==> config.mk <==
export PLATFORM = sky130hd
export DESIGN_NAME = icc_input_capture
export DESIGN_NICKNAME = d
export VERILOG_FILES = /design/src/design/icc_pkg.sv /design/src/design/icc_input_capture.sv
export VERILOG_INCLUDE_DIRS = /design/src /design/src/design
export SDC_FILE = /design/constraint.sdc
export NUM_CORES = 1
export LEC_CHECK = 0
export BUFFER_PORTS_ARGS = -buffer_cell sky130_fd_sc_hd__buf_2
export CAP_MARGIN = 20
export CORE_ASPECT_RATIO = 1.2
export CORE_MARGIN = 5
export CORE_UTILIZATION = 52
export CTS_CLUSTER_SIZE = 30
export DETAILED_ROUTE_END_ITERATION = 12
export PLACE_DENSITY = 0.87
export SETUP_SLACK_MARGIN = 0.05
export SKIP_LAST_GASP = 1
export SLEW_MARGIN = 20
export SYNTH_ARGS = -nofsm -noshare
export SYNTH_HDL_FRONTEND = slang
export SYNTH_SLANG_ARGS = --single-unit
==> constraint.sdc <==
create_clock -name clk -period 2.9 [get_ports clk]
set_input_delay 0.145 -clock clk [delete_from_list [all_inputs] [get_ports clk]]
set_output_delay 0.145 -clock clk [all_outputs]
set_load 0.01 [all_outputs]
==> src/design/icc_map.svh <==
// register map, field positions, reset values and timing of the
// channel one/two input-capture configuration block
// assumes a 16-bit register port and one 50 MHz timer clock
// Function
// - selection 00 makes channel one an output
// - channel one 01 own input, 10 neighbour
// - channel one 11 internal trigger, if selected
// - channel two 01 own input, 10 neighbour
// - channel two 11 internal trigger, if selected
// - channel one selection writable only while disabled
// - channel two selection writable only while disabled
// - filter flips after N agreeing samples
// - filter code 0000 unfiltered, dead-time rate
// - codes 0001-0011 timer clock, N 2/4/8
// - codes 0100-1001 dead-time /2,/4,/8, N 6/8
// - codes 1010-1111 /16,/32, N 5/6/8
// - divider captures every 1,2,4,8 events
// - channel one divider reset while disabled
// - channel one filter conditions its input
`ifndef ICC_MAP_SVH
`define ICC_MAP_SVH
`define ICC_ADDR_W     8
`define ICC_DATA_W     16
`define ICC_MODE_OFS   8'h00
`define ICC_EN_OFS     8'h04
`define ICC_STAT_OFS   8'h08
`define ICC_MODE_RST   16'h0000
`define ICC_EN_RST     2'h0
`define ICC_CH_STRIDE  8
`define ICC_SEL_LSB    0
`define ICC_PSC_LSB    2
`define ICC_FLT_LSB    4
`define ICC_STAT_CNT2  8
`define ICC_STAT_CNT1  4
`define ICC_CLK_MHZ    50
`define ICC_DTS_DIV    1
`endif

==> src/design/icc_pkg.sv <==
// types shared by the input-capture configuration block
// assumes icc_map.svh supplies widths
`include "icc_map.svh"
package icc_pkg;
    // one channel's configuration byte
    typedef struct packed {
        logic [3:0] filt;
        logic [1:0] div;
        logic [1:0] sel;
    } icc_chan_cfg_type;
    // register port request
    typedef struct packed {
        logic                   wr;
        logic                   rd;
        logic [`ICC_ADDR_W-1:0] addr;
        logic [`ICC_DATA_W-1:0] wdata;
    } icc_bus_type;
    // direction/mapping codes
    typedef enum logic [1:0] {
        ICC_SEL_OUT = 2'h0,
        ICC_SEL_OWN = 2'h1,
        ICC_SEL_NBR = 2'h2,
        ICC_SEL_TRG = 2'h3
    } icc_sel_type;
endpackage

==> src/design/icc_input_capture.sv <==
// input-capture configuration for channels one and two: mode and
// enable registers, input mapping, digital filter and event divider
// assumes pins arrive asynchronous, trigger logic is on clk
//
// The implementer's own choices: the placing of the registers and strobed register access.
`timescale 1ns/1ps
`include "icc_map.svh"
module icc_input_capture #(
    parameter int DTS_DIV = `ICC_DTS_DIV
) (
    input  wire logic                   clk,
    input  wire logic                   rstn,
    input  wire icc_pkg::icc_bus_type   busReq,
    output logic [`ICC_DATA_W-1:0]      busRdata,
    input  wire logic                   timerInputOne,
    input  wire logic                   timerInputTwo,
    input  wire logic                   internalTriggerSignal,
    input  wire logic                   trigSrcInternal,
    output logic [1:0]                  capEvent,
    output logic [1:0]                  captureLevel,
    output logic [1:0]                  chanIsInput
);
    initial begin
        if (DTS_DIV < 1 || DTS_DIV > 256) begin
            $error("DTS_DIV must lie in 1..256");
        end
    end

    ////////////////////////////////////////////////////////////////
    // registers and port
    logic [15:0] modeR_r;
    logic [1:0]  chanEn_r;
    logic [15:0] rdata_r;
    logic [15:0] modeNxt;
    logic [15:0] statWord;
    logic [15:0] rdNxt;
    logic        selMode;
    logic        selEn;
    logic        selStat;
    logic [2:0]  pscCnt_r [2];
    logic [1:0]  lvl_r;
    logic [1:0]  lvlD_r;
    logic [1:0]  capEv_r;
    logic [1:0]  src;

    assign selMode = busReq.addr == `ICC_MODE_OFS;
    assign selEn   = busReq.addr == `ICC_EN_OFS;
    assign selStat = busReq.addr == `ICC_STAT_OFS;

    // selection bits keep their value while their channel runs
    assign modeNxt = {busReq.wdata[15:10],
                      chanEn_r[1] ? modeR_r[9:8] : busReq.wdata[9:8],
                      busReq.wdata[7:2],
                      chanEn_r[0] ? modeR_r[1:0] : busReq.wdata[1:0]};

    assign statWord = {5'h00, pscCnt_r[1], 1'b0, pscCnt_r[0],
                       2'h0, lvl_r};
    assign rdNxt = selMode ? modeR_r :
                   selEn   ? {14'h0000, chanEn_r} :
                   selStat ? statWord : 16'h0000;

    // register writes; reads answer one cycle later, unmapped as zero
    always_ff @(posedge clk) begin
        if (!rstn) begin
            modeR_r  <= `ICC_MODE_RST;
            chanEn_r <= `ICC_EN_RST;
            rdata_r  <= 16'h0000;
        end else begin
            if (busReq.wr && selMode) begin
                modeR_r <= modeNxt;
            end
            if (busReq.wr && selEn) begin
                chanEn_r <= busReq.wdata[1:0];
            end
            rdata_r <= busReq.rd ? rdNxt : 16'h0000;
        end
    end
    assign busRdata = rdata_r;

    ////////////////////////////////////////////////////////////////
    // pin synchronisers and dead-time sample tick
    logic [1:0] tinM_r;
    logic [1:0] tinS_r;
    logic [7:0] dtsCnt_r;
    logic [4:0] divCnt_r;
    logic       dtsTick;
    logic [6:0] ticks;

    // dead-time rate is a tick derived from clk, not a second clock
    assign dtsTick = dtsCnt_r == 8'(DTS_DIV - 1);
    assign ticks = {dtsTick & (&divCnt_r[4:0]), dtsTick & (&divCnt_r[3:0]),
                    dtsTick & (&divCnt_r[2:0]), dtsTick & (&divCnt_r[1:0]),
                    dtsTick & divCnt_r[0], dtsTick, 1'b1};

    always_ff @(posedge clk) begin
        if (!rstn) begin
            tinM_r   <= 2'h0;
            tinS_r   <= 2'h0;
            dtsCnt_r <= 8'h00;
            divCnt_r <= 5'h00;
        end else begin
            tinM_r   <= {timerInputTwo, timerInputOne};
            tinS_r   <= tinM_r;
            dtsCnt_r <= dtsTick ? 8'h00 : dtsCnt_r + 8'h01;
            divCnt_r <= dtsTick ? divCnt_r + 5'h01 : divCnt_r;
        end
    end

    ////////////////////////////////////////////////////////////////
    // filter code decode: sample tick and agreeing-sample count
    function automatic logic [2:0] tickSel(input logic [3:0] c);
        logic [2:0] t;
        t = 3'h0;
        unique case (c)
            4'h0:                   t = 3'h1;
            4'h1, 4'h2, 4'h3:       t = 3'h0;
            4'h4, 4'h5:             t = 3'h2;
            4'h6, 4'h7:             t = 3'h3;
            4'h8, 4'h9:             t = 3'h4;
            4'hA, 4'hB, 4'hC:       t = 3'h5;
            4'hD, 4'hE, 4'hF:       t = 3'h6;
        endcase
        return t;
    endfunction

    function automatic logic [3:0] needN(input logic [3:0] c);
        logic [3:0] n;
        n = 4'h1;
        unique case (c)
            4'h0:                   n = 4'h1;
            4'h1:                   n = 4'h2;
            4'h2:                   n = 4'h4;
            4'h3, 4'h5, 4'h7, 4'h9: n = 4'h8;
            4'h4, 4'h6, 4'h8:       n = 4'h6;
            4'hA, 4'hD:             n = 4'h5;
            4'hB, 4'hE:             n = 4'h6;
            4'hC, 4'hF:             n = 4'h8;
        endcase
        return n;
    endfunction

    ////////////////////////////////////////////////////////////////
    // per-channel mapping, filter, edge and divider; channel two
    // uses the same encodings with its own enable
    logic [1:0] tick;
    logic [1:0] rise;
    logic [1:0] capNow;
    logic [3:0] fCnt_r [2];

    for (genvar i = 0; i < 2; i++) begin : g_ch
        icc_pkg::icc_chan_cfg_type cfg;
        logic [3:0] n;
        logic [2:0] ratioMax;
        logic       own;
        logic       nbr;
        logic       hit;

        assign cfg = modeR_r[i*`ICC_CH_STRIDE +: 8];
        assign own = tinS_r[i];
        assign nbr = tinS_r[1-i];
        assign chanIsInput[i] = cfg.sel != icc_pkg::ICC_SEL_OUT;

        // trigger mapping only passes while an internal source is picked
        assign src[i] = (cfg.sel == icc_pkg::ICC_SEL_OWN) ? own :
                        (cfg.sel == icc_pkg::ICC_SEL_NBR) ? nbr :
                        (cfg.sel == icc_pkg::ICC_SEL_TRG) ?
                            (trigSrcInternal & internalTriggerSignal) :
                        1'b0;
        assign tick[i] = ticks[tickSel(cfg.filt)];
        assign n = needN(cfg.filt);
        assign hit = fCnt_r[i] + 4'h1 >= n;
        assign rise[i] = lvl_r[i] & ~lvlD_r[i] & chanIsInput[i];
        assign ratioMax = 3'((4'h1 << cfg.div) - 4'h1);
        assign capNow[i] = rise[i] & chanEn_r[i] & (pscCnt_r[i] == ratioMax);

        // filter counter: a disagreeing sample counts, an agreeing one clears
        always_ff @(posedge clk) begin
            if (!rstn) begin
                fCnt_r[i] <= 4'h0;
                lvl_r[i]  <= 1'b0;
            end else if (tick[i]) begin
                if (src[i] == lvl_r[i]) begin
                    fCnt_r[i] <= 4'h0;
                end else if (hit) begin
                    fCnt_r[i] <= 4'h0;
                    lvl_r[i]  <= src[i];
                end else begin
                    fCnt_r[i] <= fCnt_r[i] + 4'h1;
                end
            end
        end

        // divider is held at zero while the channel is off
        always_ff @(posedge clk) begin
            if (!rstn || !chanEn_r[i]) begin
                pscCnt_r[i] <= 3'h0;
                lvlD_r[i]   <= 1'b0;
                capEv_r[i]  <= 1'b0;
            end else begin
                lvlD_r[i]  <= lvl_r[i];
                capEv_r[i] <= capNow[i];
                if (rise[i]) begin
                    pscCnt_r[i] <= capNow[i] ? 3'h0 : pscCnt_r[i] + 3'h1;
                end
            end
        end
    end

    assign capEvent     = capEv_r;
    assign captureLevel = lvl_r;
endmodule

# Word level (Yosys, flattened, before mapping)
# Memory sizes are Yosys's and may differ from the RTL's. A register that Yosys moved wholly into a read port is not among the register bits.
# Index checks and enable logic that the tools add are counted.
totals:
  wordCells: 167
  mem_bits_rw: 14
  memories: 6
  rom_bits: 224
  out_inout_bits: 22
  reg_bits: 57
  input_bits: 32
op_classes:
  n_eq_ne: 12
  add_sub_neg: 8
  shifts: 2
  reduce_logical: 21
  n_lt_le_gt_ge: 4
  bitwise: 29
  n_mux: 70
mem_list:
  columns: ["name", "depth", "width", "rd", "rd_ports_with_merged_regs", "write_ports", "line", "source"]
  rows:
  - ["(name not given)", 16, 4, 1, 1, 0, "icc_input_capture.sv:129", "unique case (c)"]
  - ["(name not given)", 16, 4, 1, 1, 0, "icc_input_capture.sv:129", null]
  - ["(name not given)", 16, 3, 1, 1, 0, "icc_input_capture.sv:114", "unique case (c)"]
  - ["(name not given)", 16, 3, 1, 1, 0, "icc_input_capture.sv:114", null]
  - ["fCnt_r", 2, 4, 2, 0, 2, "icc_input_capture.sv:148", "logic [3:0] fCnt_r [2];"]
  - ["pscCnt_r", 2, 3, 2, 0, 2, "icc_input_capture.sv:40", "logic [2:0] pscCnt_r [2];"]
ops:
  columns: ["cell", "n"]
  rows:
  - ["$mux 4", 14]
  - ["$mux 1", 47]
  - ["$mux 11", 2]
  - ["$logic_not 8->1", 2]
  - ["$mux 16", 1]
  - ["$and 1x1->1", 14]
  - ["$mux 3", 4]
  - ["$reduce_and 3->1", 3]
  - ["$add 4x1->4 const B", 2]
  - ["$add 8x1->8 const B", 1]
  - ["$eq 2x2->1 const B", 4]
  - ["$eq 8x3->1 const B", 1]
  - ["$eq 8x4->1 const B", 1]
  - ["$ge 4x4->1", 2]
  - ["$lt 3x4->1 const B", 2]
  - ["$or 1x1->1", 8]
  - ["$reduce_and 2->1", 4]
  - ["$not 1->1", 7]
  - ["$add 3x1->3 const B", 2]
  - ["$bmux 1 s3", 2]
  - ["$eq 3x3->1", 2]
  - ["$shl 1x2->3 const A", 2]
  - ["$sub 3x1->3 const B", 2]
  - ["$add 5x1->5 const B", 1]
  - ["other kinds (9)", 16]

# Depth between registers and ports, before layout
# Gate-level depths: netlist of the first run.
depth:
  word_depth: 12
  depth_mapped: 11

# Worst setup path before layout of the first run
# Ideal clock, no wire load.
synth_path:
  path_kind: "input to register"
  from: "in busReq[21] in the netlist's numbering"
  to: "reg, netlist name g_ch[1].n[2]"
  arrival_ps: 2548
  path_stages: 9
  path_buffers: 1
  required_time_ps: 2779
  setup_time_ps: 121
  slack_ps: 230
  path_cell_list: "or4_4 -> nor3_4 -> buf_4 -> nand2_1 -> a21boi_0 -> inv_1 -> ha_1 -> a211o_1 -> mux2_4"
synth_via:
  elab_chain_cells: 4
synth_lines:
  columns: ["element", "line", "source"]
  rows:
  - ["start: declaration", "icc_input_capture.sv:13", "input wire icc_pkg::icc_bus_type busReq,"]
  - ["$logic_not 8->1 (no line)", null, null]
  - ["$logic_and 1x1->1", "icc_input_capture.sv:69", "if (busReq.wr && selMode) begin"]
  - ["$mux 4 (no line) (2 in a row)", null, null]
# No other way between the ends.
# A chain may end at the register's enable or synchronous reset.

# Worst setup path in the final report of the first run
layout_path:
  from: "in busReq[17] in the netlist's numbering"
  to: "reg, netlist name g_ch[1].n[2]"
layout_via:
  elab_chain_cells: 4
layout_lines:
  columns: ["element", "line"]
  rows:
  - ["$logic_not 8->1 (no line)", null]
  - ["$logic_and 1x1->1", "icc_input_capture.sv:69"]
  - ["$mux 4 (no line) (2 in a row)", null]
# No other way between the ends.

==> out/metrics.yaml, run 1 <==
power:
  p_leak_uw: 0.00213
  peakVddDrop_mv: 0.194
  pwr_density_cell_mw_per_mm2: 462
  power_uw: 2210
die:
  start_util: 0.535
  die_h_um: 108
  coreArea_mm2: 0.00775
  dieWidth_um: 91.5
  die-area_mm2: 0.00987
  io_pins: 54
  rows: 35
placement:
  port_buffers: 53
  place_area_mm2: 0.00453
  hpwl_mm: 6.75
  gp_congestion: 0.885
route:
  vias: 3303
  routedWlPerCell_um: 14.7
  drc_errors: 0
  final_antenna_net_count: 0
  drtPass1Iterations: 4
  first_iter_violations: 191
  totalWireLength_mm: 8.70
  viasPerCell: 5.58
clock_tree:
  cts_inserted_buffers: 9
  htree_levels: 3
  clock_path_buffers: 2
  path_clk_slew_ns: 0.09
  cts-resized-gates: 0
  cts_setup_buffers: 0
  cts_tree: "built"
  clockRootBuffer: "clkbuf_8"
  clock_latency_ns: 0.36
  holdBufCountCts: 2
  cts_sinks: 85
sta:
  tns_ns: 0
  worst_pin_slew_ns: 0.884
  fmax_mhz: 400
  clock_skew_ns: 0.0164
  hold_ws_ns: 0.0416
  rsz0062_at_grt: "false"
  slew_headroom: 0.403
  post-route-period-util: 0.862
  hold_violations: 0
  slew_viol_final: 0
  setup_viol: 0
  min_period_ns: 2.50
final_layout:
  areaGrowthSynthToFinish_pct: 15.1
  final_common_cell: "dfxtp_1"
  n_antenna_cell: 0
  final_cell_mix: "dfxtp_1, buf_2, nand2_1"
  drive_gt1_frac: 0.180
  fin_area_mm2: 0.00477
  multi_input_area_mm2: 0.00215
  seqCellArea_mm2: 0.00184
  final_nets: 554
  fillerInstances: 621
logic_synthesis:
  async_flop_share: 0
  yosys.area.top_type_share: 0.343
  ys.flop_type: "dfxtp_1"
  ys_ff_latch: 85
  syn_inst: 433
  syn_nets: 492
  synth_top_area_cell: "dfxtp_1"
  yosysSeqAreaShare: 0.444
  yosys-top-cells-area: "dfxtp_1, edfxtp_1, ha_1"
  synth_edf_count: 14
  synth_cell_types: 48
  syn_avg_cell_area_um2: 9.58
  syn-cell-area_mm2: 0.00415
  ys_warn_count: 0
worst_setup_path:
  arrival_ns: 2.76
  critPathMaxStageDelay_ns: 0.59
  start_kind: "input pin"
  crit_required_ns: 3.16
  startpoint: "busReq[17]"
  r2r-start: "dtsCnt_r[0]"
  worstPathMaxFanout: 8
  worstPathCellList: "buf_2 -> or4b_1 -> nor3_4 -> nand2_1 -> a21boi_0 -> inv_1 -> ha_1 -> a211o_1 -> mux2_4"
  crit_slowest_cell: "or4b_1"
  end_kind: "flip-flop"
  criticalPathCategory: "input pin to flip-flop"
worst_hold_path:
  hold_start: "busReq[3]"
  hp-class: "input pin to flip-flop"
global_routing:
  grt_max_degree: 31
  grt_pass1_wl_mm: 14.5
  grt_overflow: 0
  grt_pass1_vias: 3234
  grt_usage: 0.182
  antenna_found_initial: 0
job:
  cap_violations: 0
outcome:
  outcome: "complete, no violations"
==> worst paths after layout <==
| kind | end | slack, ns | depth (start not counted) |
|---|---|---|---|
| worst max-delay path | g_ch[1].n[2] | 0.40 | 9 |
| worst min-delay path | modeR_r[3] | 0.04 | 3 |
| worst max register to register | fCnt_r[0][3] | 0.46 | 7 |
| worst min register to register | dtsCnt_r[0] | 0.46 | 1 |
==> kinds of logic after synthesis <==
| logic type | Yosys count | synth area share |
|---|---|---|
| compound gates | 66 | 0.118 |
| flops | 85 | 0.444 |
| xor+xnor | 18 | 0.0380 |
| buf+inv | 37 | 0.0368 |
| fa+ha+maj | 27 | 0.0814 |
| simple gates | 173 | 0.212 |
| mux | 27 | 0.0697 |
==> critical path, delay by kind of cell <==
kind	cells	cell delay, ns
muxes	1	0.26
AOI/OAI and AO/OA	2	0.73
and+or+nand+nor	3	1.09
buffers and inverters	2	0.26
adders and majority gates	1	0.26
==> synth_stat cells, types with 4 or more instances <==
master and n:
a21boi_0 15, o21ai_0 9, a2111oi_0 4, nand2b_1 4
inv_1 25, dfxtp_1 71, xor2_1 8, a22o_1 6
nand3_1 11, nor2_1 31, a21oi_1 7, clkbuf_1 8
nand2_1 49, nor2b_1 16, and3_1 8, mux2i_1 21
xnor2_1 10, ha_1 27, edfxtp_1 14, nor3_1 15
or3_1 4, a22oi_1 5, or2_2 4, and2_1 19
==> flip-flops by register name, indices dropped and copies added, names as in the netlist, named ones only <==
| register | count |
|---|---|
| captureLevel | 2 |
| divCnt_r | 5 |
| tinS_r | 2 |
| modeR_r | 16 |
| dtsCnt_r | 8 |
| fCnt_r | 8 |
| busRdata | 16 |
| capEvent | 2 |
| g_ch.n | 8 |
| tinM_r | 2 |
| lvlD_r | 2 |
| chanEn_r | 2 |
| pscCnt_r | 6 |
==> through the flow <==
stage                     cells  utilization  worst slack, ns
after floorplan             433            -            0.230
after global placement      574        0.584            0.246
after detailed placement    574        0.584           0.0371
after CTS                   592        0.616            0.422
after global routing        592        0.616            0.278
final                       592        0.616            0.400
==> final cells by class <==
class	instances	share of cell area
clock buffers	10	0.0267
clock inverters	6	0.0199
inverters	25	0.0197
multi-input cells	311	0.451
flip-flops and latches	85	0.386
well taps	92	0.0241
repair buffers	63	0.0724
==> per-layer routing <==
layer  GRT usage  vias to the layer above  share of wire
li1            -                     1642              -
met5           0                        -              0
met2       0.333                       77           0.51
met3      0.0469                       17          0.051
met1       0.197                     1567           0.41
met4      0.0776                        0          0.026
==> power by group <==
group	switching (uW)	internal (uW)
Combinational	37.9	36.0
Sequential	5.26	1200
Clock	433	494
Total	476	1730
No activity file was read; power rests on OpenSTA's default activity.
==> run 2, diff against run 1 <==
Settings changed: GPL_TIMING_DRIVEN set to 0.
==> run 2 against run 1 <==
Global-route usage is 1.2 points higher. Critical path depth stayed put. Setup slack worse by 0.15 ns. Final cell count is 0.68% higher. Wire length is 6.6% higher. Worst hold slack worse by 0.015 ns. Via count is 1.6% higher. Utilization is 0.15 points lower. Sequential power hardly changed. Power is 2.9% lower. Clock skew is 0.0026 ns lower. Sequential share of layout area is 0.091 points higher. Highest routed layer unchanged.
==> out/metrics.yaml, run 2 (synthesis results as in run 1) <==
worst_setup_path:
  arrival_ns: 2.91  # was 2.76 ns
  r2r-start: "dtsCnt_r[0]"  # unchanged
  crit_buf_inv: 5  # was 2
  crit_slowest_cell: "a21boi_0"  # was or4b_1
  crit_required_ns: 3.16  # about the same
  r2r_end: "fCnt_r[0][2]"  # was fCnt_r[0][3]
  crit_path_end: "g_ch[0].n[2]"  # was g_ch[1].n[2]
  startpoint: "rstn"  # was busReq[17]
  critPathMaxStageDelay_ns: 0.51  # was 0.59 ns
  regToRegSetupSlack_ns: 0.55  # was 0.46 ns
  end_kind: "flip-flop"  # unchanged
  cpMostUsedCell: "clkbuf_1"
  start_kind: "input pin"  # unchanged
  reg2reg_depth: 7  # unchanged
  worstPathCellList: "clkbuf_1 -> clkbuf_1 -> clkbuf_1 -> a21boi_0 -> inv_1 -> ha_1 -> inv_1 -> mux2_2 -> a22oi_1"  # was buf_2 -> or4b_1 -> nor3_4 -> nand2_1 -> a21boi_0 -> inv_1 -> ha_1 -> a211o_1 -> mux2_4
  cp_num_cells: 9  # unchanged
  criticalPathCategory: "input pin to flip-flop"  # unchanged
  cpLargestDelayFamily: "buffers and inverters"  # was simple AND/OR/NAND/NOR gates
  worstPathMaxFanout: 10  # was 8
final_layout:
  areaGrowthSynthToFinish_pct: 14.8  # was 15.1%
  final_common_cell: "dfxtp_1"  # unchanged
  drive_gt1_frac: 0.173  # was 0.180
  stdcell_count: 596  # was 592
  final_nets: 558  # was 554
  seqCellArea_mm2: 0.00184  # unchanged
  n_antenna_cell: 0  # unchanged
  multi_input_area_mm2: 0.00215  # unchanged
  final_cell_mix: "dfxtp_1, buf_2, nand2_1"  # unchanged
  fillerInstances: 610  # was 621
route:
  drtPass1Iterations: 5  # was 4
  totalWireLength_mm: 9.27  # was 8.70 mm
  vias: 3357  # was 3,303
  routedWlPerCell_um: 15.6  # was 14.7 um
  drc_errors: 0  # unchanged
  first_iter_violations: 143  # was 191
  viasPerCell: 5.63  # was 5.58
  final_antenna_net_count: 0  # unchanged
die:
  io_pins: 54  # unchanged
  die-area_mm2: 0.00987  # unchanged
  dieWidth_um: 91.5  # unchanged
  rows: 35  # unchanged
  start_util: 0.535  # unchanged
  die_h_um: 108  # unchanged
  coreArea_mm2: 0.00775  # unchanged
placement:
  gp_congestion: 0.833  # was 0.885
  post-place-ws_ns: -0.314  # was 0.0371 ns
  hpwl_mm: 6.92  # was 6.75 mm
  dp.cells: 576  # was 574
  port_buffers: 51  # was 53
power:
  clkPwrFrac: 0.402  # was 0.420
  pwr_density_cell_mw_per_mm2: 450  # was 462 mW/mm^2
  peakVddDrop_mv: 0.205  # was 0.194 mV
  p_seq_frac: 0.562  # was 0.546
  internal_power_uw: 1660  # was 1730 uW
  p_leak_uw: 0.00211  # was 0.00213 uW
  p_sw_uw: 481  # was 476 uW
  sw_frac_of_total: 0.224  # was 0.216
  combinationalPowerShare: 0.036  # was 0.034
worst_hold_path:
  hp-class: "input pin to flip-flop"  # unchanged
  whs_path_depth: 3  # unchanged
clock_tree:
  clock_path_buffers: 2  # unchanged
  htree_levels: 3  # unchanged
  cts_inserted_buffers: 9  # unchanged
  cts_tree: "built"  # unchanged
  clock_latency_ns: 0.36  # about the same
  cts-resized-gates: 0  # unchanged
  cts_sinks: 85  # unchanged
  path_clk_slew_ns: 0.10  # was 0.09 ns
  clockRootBuffer: "clkbuf_8"  # unchanged
sta:
  fmax_mhz: 377  # was 400 MHz
  clock_skew_ns: 0.0138  # was 0.0164 ns
  rsz0062_at_grt: "false"  # unchanged
  post-route-period-util: 0.914  # was 0.862
  worst_pin_slew_ns: 0.841  # was 0.884 ns
  slew_headroom: 0.432  # was 0.403
  hold_violations: 0  # unchanged
  slew_viol_final: 0  # unchanged
  tns_ns: 0  # unchanged
  min_period_ns: 2.65  # was 2.50 ns
  worst_slack_ns: 0.249  # was 0.400 ns
  setup_viol: 0  # unchanged
global_routing:
  grt_usage: 0.194  # was 0.182
  grt_pass1_vias: 3341  # was 3,234
  antenna_found_initial: 0  # unchanged
  grt_overflow: 0  # unchanged
  grt_max_degree: 16  # was 31
  grt_pass1_wl_mm: 15.2  # was 14.5 mm
job:
  cap_violations: 0  # unchanged
outcome:
  outcome: "complete, no violations"  # unchanged
run 2: cell types whose count changed in the layout (fill, tap and decap cells not counted):
cell / delta
clkbuf_1: +7
buf_4: -5
buf_6: +1
bufinv_16: -1
clkbuf_8: +1
clkinvlp_4: +1
inv_6: +1
inv_8: -1
run 2: layout make-up:
class,count,share of cell area
Multi-Input combinational cell,311,0.452
Clock inverter,6,0.0147
Buffer,12,0.0124
Timing Repair Buffer,55,0.0610
Clock buffer,10,0.0289
Inverter,25,0.0197
Tap cell,92,0.0242
Sequential cell,85,0.387
run 2: worst min-delay path by stage:
stage	endpoint	from	slack (ns)
after floorplan	tinM_r[0]	timerInputOne	0.27
after global placement	tinM_r[1]	timerInputTwo	0.35
after detailed placement	tinM_r[1]	timerInputTwo	0.36
after CTS	modeR_r[10]	busReq[10]	0.03
after global routing	modeR_r[11]	busReq[11]	0.02
final	modeR_r[11]	busReq[11]	0.03
run 2: worst register-to-register path, stage by stage, from the launching register on:
cell and delay, ns:
dfxtp_1 0.34, inv_1 0.08, ha_1 0.13, or4b_2 0.66, nor2_2 0.36, a32o_1 0.23, o2111ai_1 0.22, nor2b_1 0.18
run 2: stage by stage:
stage	area (um^2)	utilization	hold WS [ns]	total power, uW
finish	4760	0.614	0.0270	2140
global route	4760	0.614	0.0232	2210
CTS	4760	0.614	0.0257	2150
detailed placement	4520	0.583	0.358	1310
global placement	4520	0.583	0.355	1300
floorplan	4150	-	0.272	1270
run 2: timing repair:
item                                   CTS  global route
endpoints found under the hold margin    2             0
setup endpoints to repair                1             0
buffers inserted                         2             0
hold buffers                             2             0
run 2: metal layers:
layer,global-route usage,wire length (um),vias to the layer above
met5,0,0,-
met4,0.0797,246,0
met3,0.0462,590,18
met2,0.355,4740,108
met1,0.212,3700,1586
li1,-,-,1645
run 2: power groups by stage:
stage               registers (uW)  clock network, uW  logic, uW
floorplan                     1230                  0       37.0
global placement              1230                  0       71.4
detailed placement            1230                  0       73.2
CTS                           1210                864       76.3
global route                  1210                915       84.2
finish                        1210                861       77.1
